$ cat config.mk
export PLATFORM = sky130hd
export DESIGN_NAME = spp_port
export DESIGN_NICKNAME = d
export VERILOG_FILES = /design/src/rtl/spp_pkg.sv /design/src/rtl/spp_steer_if.sv /design/src/rtl/spp_pin_mux.sv /design/src/rtl/spp_port.sv /design/src/rtl/spp_sync.sv
export SDC_FILE = /design/constraint.sdc
export NUM_CORES = 1
export LEC_CHECK = 0
export BUFFER_PORTS_ARGS = -buffer_cell sky130_fd_sc_hd__buf_4
export CORE_ASPECT_RATIO = 1.1
export CORE_MARGIN = 2
export CORE_UTILIZATION = 40
export CTS_CLUSTER_SIZE = 30
export DETAILED_ROUTE_END_ITERATION = 12
export GPL_ROUTABILITY_DRIVEN = 1
export PLACE_DENSITY = 0.85
export SYNTH_ARGS = -nofsm -noshare
export SYNTH_HDL_FRONTEND = slang
export SYNTH_SLANG_ARGS = --single-unit
export TNS_END_PERCENT = 1
$ cat constraint.sdc
create_clock -name sys_clk -period 2 [get_ports sys_clk]
set_input_delay 0.4 -clock sys_clk [delete_from_list [all_inputs] [get_ports sys_clk]]
set_output_delay 0.4 -clock sys_clk [all_outputs]
set_load 0.01 [all_outputs]
$ cat src/rtl/spp_pkg.sv
// Constants, register map and decode helper for the six-pin port
package spp_pkg;

   localparam int unsigned SPP_PINS = 6;

   // Register byte offsets on the APB bus
   localparam logic [7:0] SPP_OFF_PORT  = 8'h00;
   localparam logic [7:0] SPP_OFF_DIR   = 8'h04;
   localparam logic [7:0] SPP_OFF_LAT   = 8'h08;
   localparam logic [7:0] SPP_OFF_ANSEL = 8'h0C;
   localparam logic [7:0] SPP_OFF_STEER = 8'h10;
   localparam logic [7:0] SPP_OFF_PEN   = 8'h14;

   // Values after reset
   localparam logic [5:0] SPP_DIR_RST   = 6'h3F;
   localparam logic [5:0] SPP_LAT_RST   = 6'h00;
   localparam logic [5:0] SPP_ANSEL_RST = 6'h17;
   localparam logic [7:0] SPP_STEER_RST = 8'h00;
   localparam logic [3:0] SPP_PEN_RST   = 4'h0;

   // Implemented bits per register, and direction bits that read one
   localparam logic [5:0] SPP_PIN_MASK   = 6'h37;
   localparam logic [5:0] SPP_ANSEL_MASK = 6'h17;
   localparam logic [7:0] SPP_STEER_MASK = 8'hCB;
   localparam logic [5:0] SPP_DIR_ONES   = 6'h08;

   // Steering bit positions
   localparam int unsigned SPP_SEL_CB  = 7;
   localparam int unsigned SPP_SEL_CA  = 6;
   localparam int unsigned SPP_SEL_TG  = 3;
   localparam int unsigned SPP_SEL_LC  = 1;
   localparam int unsigned SPP_SEL_OSC = 0;

   // Peripheral output enable bit positions
   localparam int unsigned SPP_PEN_OSC = 0;
   localparam int unsigned SPP_PEN_LC  = 1;
   localparam int unsigned SPP_PEN_CA  = 2;
   localparam int unsigned SPP_PEN_CB  = 3;

   // Input-only pin
   localparam int unsigned SPP_IN_ONLY = 3;

   typedef enum logic [2:0] {
      SPP_R_PORT, SPP_R_DIR, SPP_R_LAT, SPP_R_ANSEL, SPP_R_STEER, SPP_R_PEN,
      SPP_R_NONE
   } spp_reg_t;

   function automatic spp_reg_t spp_decode(input logic [7:0] addr);
      case (addr)
         SPP_OFF_PORT:  spp_decode = SPP_R_PORT;
         SPP_OFF_DIR:   spp_decode = SPP_R_DIR;
         SPP_OFF_LAT:   spp_decode = SPP_R_LAT;
         SPP_OFF_ANSEL: spp_decode = SPP_R_ANSEL;
         SPP_OFF_STEER: spp_decode = SPP_R_STEER;
         SPP_OFF_PEN:   spp_decode = SPP_R_PEN;
         default:       spp_decode = SPP_R_NONE;
      endcase
   endfunction

endpackage

$ cat src/rtl/spp_steer_if.sv
// Carrier between the register block and the pin steering mux
`timescale 1ns/10ps
`default_nettype none
interface spp_steer_if;
   logic [7:0] steer;
   logic [3:0] pen;
   logic [5:0] lat;
   logic [5:0] dir;
   logic       osc_val;
   logic       lc_val;
   logic       ca_val;
   logic       cb_val;
   logic [5:0] pin_out;
   logic [5:0] pin_oe;

   modport ctrl (output steer, pen, lat, dir, osc_val, lc_val, ca_val,
                 cb_val, input pin_out, pin_oe);
   modport mux  (input steer, pen, lat, dir, osc_val, lc_val, ca_val,
                 cb_val, output pin_out, pin_oe);
endinterface
`default_nettype wire

$ cat src/rtl/spp_pin_mux.sv
// Output source selection and driver enables for each pin
`timescale 1ns/10ps
`default_nettype none
module spp_pin_mux (
   spp_steer_if.mux bus
);
   logic on_cb0, on_cb4, on_ca2, on_ca5, on_lc2, on_lc4, on_osc1, on_osc5;

   // Function follows its selected pin only; the other pin falls to the next source or the latch
   assign on_cb0  = bus.pen[spp_pkg::SPP_PEN_CB]  & ~bus.steer[spp_pkg::SPP_SEL_CB];
   assign on_cb4  = bus.pen[spp_pkg::SPP_PEN_CB]  &  bus.steer[spp_pkg::SPP_SEL_CB];
   assign on_ca2  = bus.pen[spp_pkg::SPP_PEN_CA]  & ~bus.steer[spp_pkg::SPP_SEL_CA];
   assign on_ca5  = bus.pen[spp_pkg::SPP_PEN_CA]  &  bus.steer[spp_pkg::SPP_SEL_CA];
   assign on_lc2  = bus.pen[spp_pkg::SPP_PEN_LC]  & ~bus.steer[spp_pkg::SPP_SEL_LC];
   assign on_lc4  = bus.pen[spp_pkg::SPP_PEN_LC]  &  bus.steer[spp_pkg::SPP_SEL_LC];
   assign on_osc1 = bus.pen[spp_pkg::SPP_PEN_OSC] & ~bus.steer[spp_pkg::SPP_SEL_OSC];
   assign on_osc5 = bus.pen[spp_pkg::SPP_PEN_OSC] &  bus.steer[spp_pkg::SPP_SEL_OSC];

   // Highest priority source first, latch last
   assign bus.pin_out[0] = on_cb0 ? bus.cb_val : bus.lat[0]; // [RULE6] [RULE19] [RULE4]
   assign bus.pin_out[1] = on_osc1 ? bus.osc_val : bus.lat[1]; // [RULE10]
   assign bus.pin_out[2] = on_ca2 ? bus.ca_val :
                           on_lc2 ? bus.lc_val : bus.lat[2]; // [RULE7] [RULE9] [RULE19]
   assign bus.pin_out[3] = 1'b0;
   assign bus.pin_out[4] = on_cb4 ? bus.cb_val :
                           on_lc4 ? bus.lc_val : bus.lat[4]; // [RULE6] [RULE9] [RULE19]
   assign bus.pin_out[5] = on_ca5 ? bus.ca_val :
                           on_osc5 ? bus.osc_val : bus.lat[5]; // [RULE7] [RULE10] [RULE19]

   // Driver follows the direction bit whatever the analog select says
   genvar gi;
   generate
      for (gi = 0; gi < 6; gi++) begin : g_oe
         if (gi == spp_pkg::SPP_IN_ONLY) begin : g_in
            assign bus.pin_oe[gi] = 1'b0; // [RULE13]
         end else begin : g_io
            assign bus.pin_oe[gi] = ~bus.dir[gi]; // [RULE12] [RULE15] [RULE17]
         end
      end
   endgenerate
endmodule
`default_nettype wire

$ cat src/rtl/spp_port.sv
// Six-pin general purpose port with pin steering, APB register slave
//
// Overview of operation
// RULE1: latch register write equals port data write
// RULE2: latch read gives latch, port gives pins
// RULE3: analog select blocks digital input, reads zero
// RULE4: enabled peripheral overrides latch, pin stays readable
// RULE5: steering leaves direction; overrides follow function
// RULE6: bit 7 puts output B on pin4/pin0
// RULE7: bit 6 puts output A on pin5/pin2
// RULE8: bit 3 takes timer gate pin3/pin4
// RULE9: bit 1 puts logic cell pin4/pin2
// RULE10: bit 0 puts oscillator pin5/pin1
// RULE11: six pins, direction, latch, read bit each
// RULE12: direction one disables driver, zero drives latch
// RULE13: pin3 input only, direction reads one
// RULE14: port data write stores into output latch
// RULE15: direction still gates drivers on analog pins
// RULE16: analog pins always read zero digitally
// RULE17: analog select never affects digital outputs
// RULE18: analog select resets to analog mode
// RULE19: highest priority enabled source owns pin
// RULE20: pins synchronised twice, writes on clock edge
`timescale 1ns/10ps
`default_nettype none
module spp_port (
   // Clock and reset
   input  wire logic        sys_clk,
   input  wire logic        rst_n,
   // APB slave
   input  wire logic        psel,
   input  wire logic        penable,
   input  wire logic        pwrite,
   input  wire logic [7:0]  paddr,
   input  wire logic [31:0] pwdata,
   input  wire logic [3:0]  pstrb,
   output logic      [31:0] prdata,
   output logic             pready,
   output logic             pslverr,
   // Port pins
   input  wire logic [5:0]  pin_in,
   output logic      [5:0]  pin_out,
   output logic      [5:0]  pin_oe,
   // Peripheral outputs to steer
   input  wire logic        oscillator_output,
   input  wire logic        first_logic_cell_output,
   input  wire logic        complementary_output_a,
   input  wire logic        complementary_output_b,
   // Peripheral input steered from the pins
   output logic             timer_gate_input
);

   spp_steer_if sif ();

   logic [5:0]       dir_q;
   logic [5:0]       dir_d;
   logic [5:0]       lat_q;
   logic [5:0]       lat_d;
   logic [5:0]       ansel_q;
   logic [5:0]       ansel_d;
   logic [7:0]       pin_steering_control_q;
   logic [7:0]       steer_d;
   logic [3:0]       pen_q;
   logic [3:0]       pen_d;
   logic [31:0]      prdata_d;
   logic [5:0]       pin_sync;
   logic [5:0]       pin_read;
   logic [5:0]       dir_rd;
   spp_pkg::spp_reg_t sel_reg;
   logic             setup_ph;
   logic             access_ph;
   logic             wr_ok;
   logic             wr_port;
   logic             wr_dir;
   logic             wr_lat;
   logic             wr_ansel;
   logic             wr_steer;
   logic             wr_pen;
   logic [5:0]       wdata6;

   // Bus phase decode
   assign setup_ph  = psel & ~penable;
   assign access_ph = psel & penable;
   assign sel_reg   = spp_pkg::spp_decode(paddr);
   assign pready    = access_ph;
   assign pslverr   = access_ph & (sel_reg == spp_pkg::SPP_R_NONE);

   // Only the low byte lane holds register bits
   assign wr_ok    = access_ph & pwrite & pstrb[0];
   assign wr_port  = wr_ok & (sel_reg == spp_pkg::SPP_R_PORT);
   assign wr_dir   = wr_ok & (sel_reg == spp_pkg::SPP_R_DIR);
   assign wr_lat   = wr_ok & (sel_reg == spp_pkg::SPP_R_LAT);
   assign wr_ansel = wr_ok & (sel_reg == spp_pkg::SPP_R_ANSEL);
   assign wr_steer = wr_ok & (sel_reg == spp_pkg::SPP_R_STEER);
   assign wr_pen   = wr_ok & (sel_reg == spp_pkg::SPP_R_PEN);
   assign wdata6   = pwdata[5:0];

   // A whole byte write replaces every bit of the pin image read back,
   // so the stored result is the written value either way
   assign lat_d = (wr_port | wr_lat) ?
                  (wdata6 & spp_pkg::SPP_PIN_MASK) : lat_q; // [RULE1] [RULE14]
   // Steering writes never reach the direction bits
   assign dir_d = wr_dir ? (wdata6 & spp_pkg::SPP_PIN_MASK) : dir_q; // [RULE5]
   assign ansel_d = wr_ansel ?
                    (wdata6 & spp_pkg::SPP_ANSEL_MASK) : ansel_q;
   assign steer_d = wr_steer ?
                    (pwdata[7:0] & spp_pkg::SPP_STEER_MASK)
                    : pin_steering_control_q;
   assign pen_d = wr_pen ? pwdata[3:0] : pen_q;

   // Input-only pin has no direction flop; its bit always reads one
   assign dir_rd = dir_q | spp_pkg::SPP_DIR_ONES; // [RULE13]

   // Digital input buffer off on analog pins
   assign pin_read = pin_sync & ~ansel_q; // [RULE3] [RULE16]

   // Timer gate taken from the selected pin, as the pin reads digitally
   assign timer_gate_input =
      pin_steering_control_q[spp_pkg::SPP_SEL_TG] ? pin_read[3]
                                                  : pin_read[4]; // [RULE8]

   // Read data multiplexer
   assign prdata_d =
      (sel_reg == spp_pkg::SPP_R_PORT)  ? {26'h0000000, pin_read} : // [RULE2]
      (sel_reg == spp_pkg::SPP_R_DIR)   ? {26'h0000000, dir_rd} :
      (sel_reg == spp_pkg::SPP_R_LAT)   ? {26'h0000000, lat_q} : // [RULE2]
      (sel_reg == spp_pkg::SPP_R_ANSEL) ? {26'h0000000, ansel_q} :
      (sel_reg == spp_pkg::SPP_R_STEER) ?
         {24'h000000, pin_steering_control_q} :
      (sel_reg == spp_pkg::SPP_R_PEN)   ? {28'h0000000, pen_q} :
      32'h00000000;

   // Registers take writes on the clock edge of the access phase
   always_ff @(posedge sys_clk) begin
      if (!rst_n) begin
         dir_q                  <= spp_pkg::SPP_DIR_RST & spp_pkg::SPP_PIN_MASK;
         lat_q                  <= spp_pkg::SPP_LAT_RST;
         ansel_q                <= spp_pkg::SPP_ANSEL_RST; // [RULE18]
         pin_steering_control_q <= spp_pkg::SPP_STEER_RST;
         pen_q                  <= spp_pkg::SPP_PEN_RST;
      end else begin
         dir_q                  <= dir_d; // [RULE20]
         lat_q                  <= lat_d;
         ansel_q                <= ansel_d;
         pin_steering_control_q <= steer_d;
         pen_q                  <= pen_d;
      end
   end

   // Read data sampled in setup, so it stands for the whole access phase
   always_ff @(posedge sys_clk) begin
      if (!rst_n) begin
         prdata <= 32'h00000000;
      end else if (setup_ph & ~pwrite) begin
         prdata <= prdata_d;
      end
   end

   spp_sync u_sync (
      .sys_clk  (sys_clk),
      .rst_n    (rst_n),
      .async_in (pin_in),
      .sync_out (pin_sync)
   ); // [RULE20] [RULE11]

   // Hand register state and peripheral levels to the pin mux
   assign sif.steer   = pin_steering_control_q;
   assign sif.pen     = pen_q;
   assign sif.lat     = lat_q;
   assign sif.dir     = dir_q;
   assign sif.osc_val = oscillator_output;
   assign sif.lc_val  = first_logic_cell_output;
   assign sif.ca_val  = complementary_output_a;
   assign sif.cb_val  = complementary_output_b;

   spp_pin_mux u_mux (
      .bus (sif.mux)
   );

   assign pin_out = sif.pin_out;
   assign pin_oe  = sif.pin_oe;
endmodule
`default_nettype wire

$ cat src/rtl/spp_sync.sv
// Two-flop synchroniser for the pin levels
`timescale 1ns/10ps
`default_nettype none
module spp_sync (
   // Clock and reset
   input  wire logic       sys_clk,
   input  wire logic       rst_n,
   // Levels
   input  wire logic [5:0] async_in,
   output logic      [5:0] sync_out
);
   logic [5:0] meta_q;

   // First stage feeds only the second
   always_ff @(posedge sys_clk) begin
      if (!rst_n) begin
         meta_q   <= 6'h00;
         sync_out <= 6'h00;
      end else begin
         meta_q   <= async_in;
         sync_out <= meta_q;
      end
   end
endmodule
`default_nettype wire

==> results_dict.tcl, run 1 <==
set metrics [dict create \
    cap_violations 0 \
    worstSkewPairLatency_ns 0.29 \
    cts.sinks 43 \
    rsz0062_at_grt "no" \
    min_period_ns 1.83 \
    r2r_cells 4 \
    fin_crit_sh_pct 91.6 \
    antenna_found_initial 0 \
    synth_edf_count 0 \
    num_antenna_cells 0 \
    drt_wl_total_mm 4.80 \
    hold_viol 0 \
    top_usage_layer "met2" \
    cts-root-buf "clkbuf_8" \
    grt_overflow 0 \
    fin_skew_ns 0.00922 \
    cts_buffers 5 \
    use_met3_pct 5.33 \
    use_met1_pct 18.6 \
    cpMostUsedCell "buf_4" \
    rrSetupSlack_ns 0.83 \
    syn_area_um2 2280 \
    slew_violations 0 \
    vias 1804 \
    layout_commonest_cell "buf_4" \
    finalWorstSetupSlack_ns 0.168 \
    use_met2_pct 26.8 \
    ant_nets 0 \
    hold_buffers 0 \
    grt_max_degree 51 \
    holdPathEnd "u_sync.meta_q[5]$_SDFF_PN0_" \
    drtIter0Drc 103 \
    io_pins 106 \
    clockBufferDepth 2 \
    vias_per_cell 4.80 \
    hold_path.class "input pin to register" \
    crit_path_start_kind "input pin" \
    final_cell_mix "62 x buf_4, 43 x dfxtp_1, 30 x mux2i_1" \
    synthFlopType "dfxtp_1" \
    cts_tree "done" \
    timing.rr.end "prdata[4]$_SDFFE_PN0P_" \
    cp_max_fo 3 \
    synth_seq_area_share_pct 37.8 \
    p_leak_nw 1.20 \
    power_density_nw_per_um2 567 \
    h-tree-depth 2 \
    grt_pass1_wl_mm 8.00 \
    dr.pass1.iters 5 \
    worstPathArrival_ns 1.43 \
    numPortBuffers 52 \
    peakVddDrop_uv 406 \
    rows 28 \
    syn2layout_area_growth_pct 20.4 \
    worstHoldStart "pin_in[5]" \
    synth_top_area_cell "dfxtp_1" \
    syn_inst 247 \
    max_freq_ghz 0.546 \
    layout-drive-gt1-share_pct 25.2 \
    preCtsSetupSlack_ns -0.0231 \
    cpPeakStageDelay_ns 0.42 \
    power_mw 1.55 \
    async_reset_ff_share_pct 0 \
    dp_hpwl_mm 3.63 \
    setup_viol 0 \
    die_h_um 83.1 \
    die_area_um2 6310 \
    wire_per_inst_um 12.8 \
    crit_chain "buf_4, or3_1, nor3_1, a21boi_0, buf_4" \
    grtUsageTotal_pct 15.7 \
    rr_startpoint "u_sync.sync_out[4]$_SDFF_PN0_" \
    die_w_um 75.9 \
    synth_area_per_cell_um2 9.21 \
    cts.clk_slew.worst_paths_ns 0.07 \
    synth_top_area_share_pct 37.8 \
    yosys_warnings 0 \
    endpoint_kind "primary output" \
    nets 361 \
    path_class "input pin to primary output" \
    fin_util_pct 50.5 \
    fin_cells 376 \
    synthDistinctLibCells 39 \
    outcome "finished clean" \
    dp_cells 370 \
    grt_pass1_vias 1702 \
    cts_setup_buffers 0 \
    required_ns 1.60 \
    initial_core_util_pct 41.9 \
    holdPathStages 2 \
    drc 0 \
    cts_resized 0 \
    place.gp.congestion 0.828 \
    critPathSlowestCell "or3_1" \
    ys_ff_latch 43 \
    core_um2 5430 \
    synth.area.top_cells "dfxtp_1 38%, mux2i_1 13%, buf_4 8.6%" \
]
[synthesized netlist by cell type, types with 3 or more instances]
library cell  instances
a21boi_0              4
a21oi_1               5
and2_1               13
and3_1                3
buf_4                26
clkbuf_1              9
dfxtp_1              43
inv_1                 9
mux2i_1              30
nand2_1              15
nand2b_1              3
nand3_1               6
nand4_1               3
nor2_1                9
nor2b_1              26
nor3_1                3
nor4_4                3
o21ai_0               6
[worst max-delay path by stage]
stage	from	endpoint	slack, ns	cells past startpoint
floorplan	paddr[4]	dir_q[5]$_SDFFE_PN1P_	0.03	6
global placement	paddr[4]	dir_q[1]$_SDFFE_PN1P_	0.02	5
detailed placement	paddr[4]	dir_q[5]$_SDFFE_PN1P_	-0.02	5
CTS	paddr[5]	pslverr	0.16	5
global route	paddr[5]	pslverr	0.07	5
finish	paddr[5]	pslverr	0.17	5
[stage by stage]
stage / hold slack, ns / area [um2] / TNS (ns)
after floorplan: 0.412 / 2370 / 0
after global placement: 0.414 / 2670 / 0
after detailed placement: 0.419 / 2670 / -0.0330
after CTS: 0.312 / 2740 / 0
after global routing: 0.320 / 2740 / 0
final: 0.313 / 2740 / 0
[logic make-up after synthesis]
kind of cell | count (synthesis) | share of synthesized area, %
AND/OR/NAND/NOR | 93 | 25.3
multiplexers | 33 | 15.2
flip-flops | 43 | 37.8
AO/OA/AOI/OAI | 29 | 8.58
other | 1 | 0.165
buffers and inverters | 48 | 13.0
[critical path, delay by kind of cell]
family                 cells  cell delay, ns
AND/OR/NAND/NOR            2            0.65
buffers and inverters      2            0.26
AO/OA/AOI/OAI              1            0.12
[report_power, final]
part | switching (mW) | internal (mW)
Combinational | 0.0966 | 0.0832
Sequential | 0.00376 | 0.869
Clock | 0.267 | 0.233
Total | 0.368 | 1.18
[state kept, by name (all words and copies together) (netlist names)]
| signal | count |
|---|---|
| prdata | 8 |
| u_sync.meta_q | 6 |
| u_sync.sync_out | 6 |
| dir_q | 5 |
| lat_q | 5 |
| pin_steering_control_q | 5 |
| ansel_q | 4 |
| pen_q | 4 |
[routing by layer]
layer / up-vias / wire length [um]
li1: 900 / -
met1: 836 / 1970
met5: - / 0
met4: 0 / 68
met2: 60 / 2420
met3: 8 / 339
[layout make-up]
type	count	area, um2
flip-flops and latches	43	861
fillers	516	2690
multi-input cells	181	1210
inverters	9	33.8
clock buffers	6	72.6
repair buffers	62	465
well taps	75	93.8
Note: power is estimated with default switching activity, not from simulation.
==> inputs of run 2 (changes only) <==
ABC_AREA = 1   (was default)
CTS_CLUSTER_DIAMETER = 100   (was default)
==> run 2 against run 1 <==
  * Combinational power decreased by 5%
  * Sequential power increased by 0.7%
  * Global-route usage increased by 0.59 points
  * Clock power is 61% higher
  * Clock skew down 0.0037 ns
  * Via count is 13% higher
  * Utilization rose by 0.38 points
  * Total power rose by 19%
  * Critical endpoint is now pin_out[2]
  * Largest power group unchanged
  * Highest routed layer unchanged
==> results_dict.tcl, run 2 <==
set metrics [dict create \
    syn2layout_area_growth_pct 22.4 \
    layout-drive-gt1-share_pct 24.0 \
    grt_overflow 0 \
    cts_resized 0 \
    synth_top_area_cell "dfxtp_1" \
    largest_reg_flops 8 \
    vias 2047 \
    p_leak_nw 1.42 \
    required_ns 1.60 \
    use_met2_pct 28.2 \
    use_met1_pct 20.4 \
    largest_register "prdata" \
    synth_edf_count 0 \
    die_h_um 82.2 \
    dr.pass1.iters 4 \
    drtIter0Drc 142 \
    cp_max_fo 3 \
    syn_area_um2 2230 \
    h-tree-depth 2 \
    io_pins 106 \
    grt_pass1_vias 1738 \
    grtUsageTotal_pct 16.3 \
    synth-compound-area-share_pct 15.2 \
    die_area_um2 6180 \
    grt_pass1_wl_mm 7.78 \
    tns_ns 0 \
    top_usage_layer "met2" \
    synth_xor_area_share_pct 0 \
    dp_hpwl_mm 3.88 \
    nets 421 \
    initial_core_util_pct 41.5 \
    slew_violations 0 \
    synthDistinctLibCells 34 \
    rows 28 \
    synth_mux_area_share_pct 0.506 \
    wire_per_inst_um 11.4 \
    num_antenna_cells 0 \
    synth_top_area_share_pct 38.7 \
    hold_viol 0 \
    drc 0 \
    synth_top_family_by_area "simple AND/OR/NAND/NOR gates" \
    fillerInstances 540 \
    path_class "register to primary output" \
    placed_area_um2 2590 \
    peakVddDrop_uv 364 \
    synth.area.top_cells "dfxtp_1 39%, nand2_1 8.9%, buf_4 8.8%" \
    final_cell_mix "53 x nand2_1, 53 x buf_4, 49 x inv_1" \
    hold_path.class "input pin to register" \
    syn_inst 308 \
    clockBufferDepth 2 \
    place.gp.congestion 0.825 \
    crit_path_start_kind "register" \
    finalWorstSetupSlack_ns 0.211 \
    max_freq_ghz 0.559 \
    yosysMostFrequentCell "nand2_1" \
    synth_common_cells "53 x nand2_1, 49 x inv_1, 43 x dfxtp_1" \
    grt_max_degree 43 \
    core_um2 5360 \
    cts_tree "done" \
    whs_ns 0.278 \
    synth_seq_area_share_pct 38.7 \
    antenna_found_initial 0 \
    cap_violations 0 \
    synth_fa_ha_area_share_pct 0 \
    fin_crit_sh_pct 89.5 \
    vias_per_cell 4.67 \
    power_density_nw_per_um2 680 \
    reg_top3 "prdata: 8 flops, u_sync.meta_q: 6 flops, u_sync.sync_out: 6 flops" \
    drt_wl_total_mm 4.99 \
    use_met3_pct 3.52 \
    fin_skew_ns 0.00553 \
    preCtsSetupSlack_ns 0.294 \
    async_reset_ff_share_pct 0 \
    synthFlopType "dfxtp_1" \
    hold_buffers 0 \
    cts.clk_slew.worst_paths_ns 0.08 \
    cts_setup_buffers 0 \
    die_w_um 75.1 \
    setup_viol 0 \
    yosys_warnings 0 \
    fin_util_pct 50.8 \
    ant_nets 0 \
    yosys.area_share.simple_pct 26.4 \
    synth_area_per_cell_um2 7.23 \
    cts.sinks 43 \
    cts_buffers 5 \
    cts-root-buf "clkbuf_8" \
    worstPathArrival_ns 1.39 \
    rsz0062_at_grt "no" \
    min_period_ns 1.79 \
    ys_ff_latch 43 \
    numPortBuffers 52 \
    design_area_um2 2730 \
    outcome "finished clean" \
    endpoint_kind "primary output" \
    worstSkewPairLatency_ns 0.30 \
]
[run 2: changes by cell type after synthesis, moves of 6 or more]
| cell | previous run | this run |
|---|---|---|
| clkbuf_1 | 9 | 3 |
| nand2_1 | 15 | 53 |
| inv_1 | 9 | 49 |
| o21ai_0 | 6 | 18 |
| o211ai_1 | 0 | 9 |
| nor2_1 | 9 | 25 |
| nand3_1 | 6 | 14 |
| a21oi_1 | 5 | 17 |
| nor2_4 | 0 | 6 |
| nor2b_1 | 26 | 0 |
| and2_1 | 13 | 0 |
| mux2i_1 | 30 | 0 |
[run 2: cells by family after synthesis]
| group | Yosys count |
|---|---|
| other | 1 |
| AO/OA/AOI/OAI | 58 |
| AND/OR/NAND/NOR | 121 |
| flip-flops | 43 |
| multiplexers | 1 |
| buffers and inverters | 84 |
[run 2: power by group]
part / internal, mW / switching, mW / total (mW)
Combinational: 0.0698 / 0.101 / 0.171
Clock: 0.498 / 0.306 / 0.804
Sequential: 0.873 / 0.00634 / 0.879
[run 2: cell type report]
type                       instances  area [um2]  share of cell area [%]
clock inverter                     3        67.6                    2.48
multi-input combinational        206        1040                    38.0
timing repair buffer              53         398                    14.6
sequential                        43         861                    31.6
clock buffer                       5        68.8                    2.53
inverter                          53         200                    7.35
tap                               75        93.8                    3.44
[run 2: path summary, 6_finish.rpt]
| check | depth (start not counted) | slack (ns) | end | from |
|---|---|---|---|---|
| setup / recovery | 5 | 0.21 | pin_out[2] | pen_q[2]$_SDFFE_PN0P_ |
| hold / removal | 3 | 0.28 | u_sync.meta_q[3]$_SDFF_PN0_ | pin_in[3] |
| setup reg to reg | 6 | 1.09 | prdata[0]$_SDFFE_PN0P_ | pin_steering_control_q[0]$_SDFFE_PN0P_ |
| hold reg to reg | 2 | 0.42 | u_sync.sync_out[1]$_SDFF_PN0_ | u_sync.meta_q[1]$_SDFF_PN0_ |
[run 2: critical path, stage by stage (launching register included)]
cell,delay [ns]
dfxtp_1,0.36
inv_1,0.06
or2_2,0.28
o311ai_0,0.10
o21ai_0,0.14
buf_4,0.16
[run 2: per-layer routing]
layer  up-vias  part of all wire [%]
li1       1034                     -
met1       927                    42
met2        80                    49
met3         6                   6.9
met4         0                   1.4
met5         -                     0
[run 2: per-stage QoR]
step,std cells,power (mW)
5_1_grt,438,1.92
3_5_place_dp,430,1.07
3_3_place_gp,430,1.06
4_1_cts,438,1.86
6_report,438,1.85
2_1_floorplan,333,1.02
==> inputs of run 3 (changes only) <==
BUFFER_PORTS_ARGS = -buffer_cell sky130_fd_sc_hd__buf_2   (was -buffer_cell sky130_fd_sc_hd__buf_4)
==> run 3 against run 2 <==
  * Final cell count did not move
  * Total power shrank 8.3%
  * Clock skew is essentially flat
  * Worst hold slack is essentially flat
  * Critical endpoint is now pslverr
==> results_dict.tcl, run 3 (synthesis gave the netlist of run 2 again) <==
set metrics [dict create \
    core_um2 5360 \
    h-tree-depth 2 \
    cts.sinks 43 \
    p_leak_nw 1.39 \
    nets 421 \
    final_cell_mix "53 x nand2_1, 52 x buf_2, 49 x inv_1" \
    fin_skew_ns 0.00508 \
    cts.clk_slew.worst_paths_ns 0.08 \
    min_period_ns 1.75 \
    power_density_nw_per_um2 661 \
    crit_chain "buf_2, nor2_1, nand2_1, inv_1, nand2_4, inv_1, nor4_1, buf_2" \
    multiInputGateArea_um2 1040 \
    dr.pass1.iters 6 \
    rows 28 \
    io_pins 106 \
    clockBufferDepth 2 \
    drt_wl_total_mm 4.89 \
    holdPathStages 3 \
    outcome "finished clean" \
    largest_register "prdata" \
    hold_path.class "input pin to register" \
    drtIter0Drc 132 \
    rsz0062_at_grt "no" \
    grt_pass1_wl_mm 7.55 \
    die_area_um2 6180 \
    slew_violations 0 \
    cp_max_fo 5 \
    required_ns 1.60 \
    regArea_um2 861 \
    num_antenna_cells 0 \
    crit_path_start_kind "input pin" \
    antenna_found_initial 0 \
    numPortBuffers 52 \
    dp_hpwl_mm 3.91 \
    cts_tree "done" \
    endpoint_kind "primary output" \
    path_class "input pin to primary output" \
    cpPeakStageDelay_ns 0.23 \
    tns_ns 0 \
    grt_pass1_vias 1723 \
    die_w_um 75.1 \
    grt_max_degree 26 \
    placed_area_um2 2460 \
    cts-root-buf "clkbuf_8" \
    design_area_um2 2570 \
    cts_resized 0 \
    die_h_um 82.2 \
    grt_overflow 0 \
    initial_core_util_pct 41.5 \
    worstPathArrival_ns 1.35 \
    cts_setup_buffers 0 \
    cts_buffers 5 \
    max_freq_ghz 0.573 \
    critPathSlowestCell "nor4_1" \
    wire_per_inst_um 11.2 \
    layout-drive-gt1-share_pct 24.0 \
    power_mw 1.70 \
    hold_viol 0 \
    cap_violations 0 \
    ant_nets 0 \
    vias_per_cell 4.62 \
    r2r_cells 6 \
    hold_buffers 0 \
    fin_crit_sh_pct 87.3 \
    grtUsageTotal_pct 16.0 \
    reg_top3 "prdata: 8 flops, u_sync.meta_q: 6 flops, u_sync.sync_out: 6 flops" \
    syn2layout_area_growth_pct 15.5 \
    largest_reg_flops 8 \
    setup_viol 0 \
    layout_commonest_cell "nand2_1" \
    place.gp.congestion 0.820 \
    fillerInstances 564 \
    peakVddDrop_uv 305 \
    worstSkewPairLatency_ns 0.30 \
    drc 0 \
    vias 2023 \
]
-- run 3: cell type report --
type / count / share of cell area [%]
inverters: 53 / 7.79
clock buffers: 5 / 2.68
clock inverters: 3 / 1.70
multi-input cells: 206 / 40.3
well taps: 75 / 3.65
repair buffers: 53 / 10.4
flip-flops and latches: 43 / 33.5
-- run 3: final timing paths --
check,startpoint,to,slack [ns]
worst min register to register,u_sync.meta_q[5]$_SDFF_PN0_,u_sync.sync_out[5]$_SDFF_PN0_,0.42
worst min-delay path,pin_in[5],u_sync.meta_q[5]$_SDFF_PN0_,0.28
worst max-delay path,paddr[3],pslverr,0.25
worst max register to register,pin_steering_control_q[0]$_SDFFE_PN0P_,prdata[0]$_SDFFE_PN0P_,1.07
-- run 3: layer usage --
layer,part of all wire (%),up-vias,global-route usage [%]
li1,-,1033,-
met2,49,78,27.9
met3,6.6,8,3.88
met4,1.8,0,5.71
met5,0,-,0
met1,43,904,19.0
-- run 3: per-stage QoR --
stage / instances / setup slack [ns] / utilization [%] / hold slack (ns)
floorplan: 333 / 0.443 / - / 0.390
global placement: 430 / 0.304 / 45.9 / 0.395
detailed placement: 430 / 0.267 / 45.9 / 0.397
CTS: 438 / 0.241 / 48.0 / 0.272
global route: 438 / 0.152 / 48.0 / 0.276
finish: 438 / 0.255 / 48.0 / 0.277
-- run 3: critical path, delay by kind of cell --
kind	cells	cell delay, ns
simple gates	4	0.47
buf+inv	4	0.47
-- run 3: where the power goes --
part	internal, mW	switching, mW	total (mW)
Combinational	0.0492	0.0997	0.149
Clock	0.372	0.300	0.672
Sequential	0.873	0.00613	0.879
Total	1.29	0.406	1.70
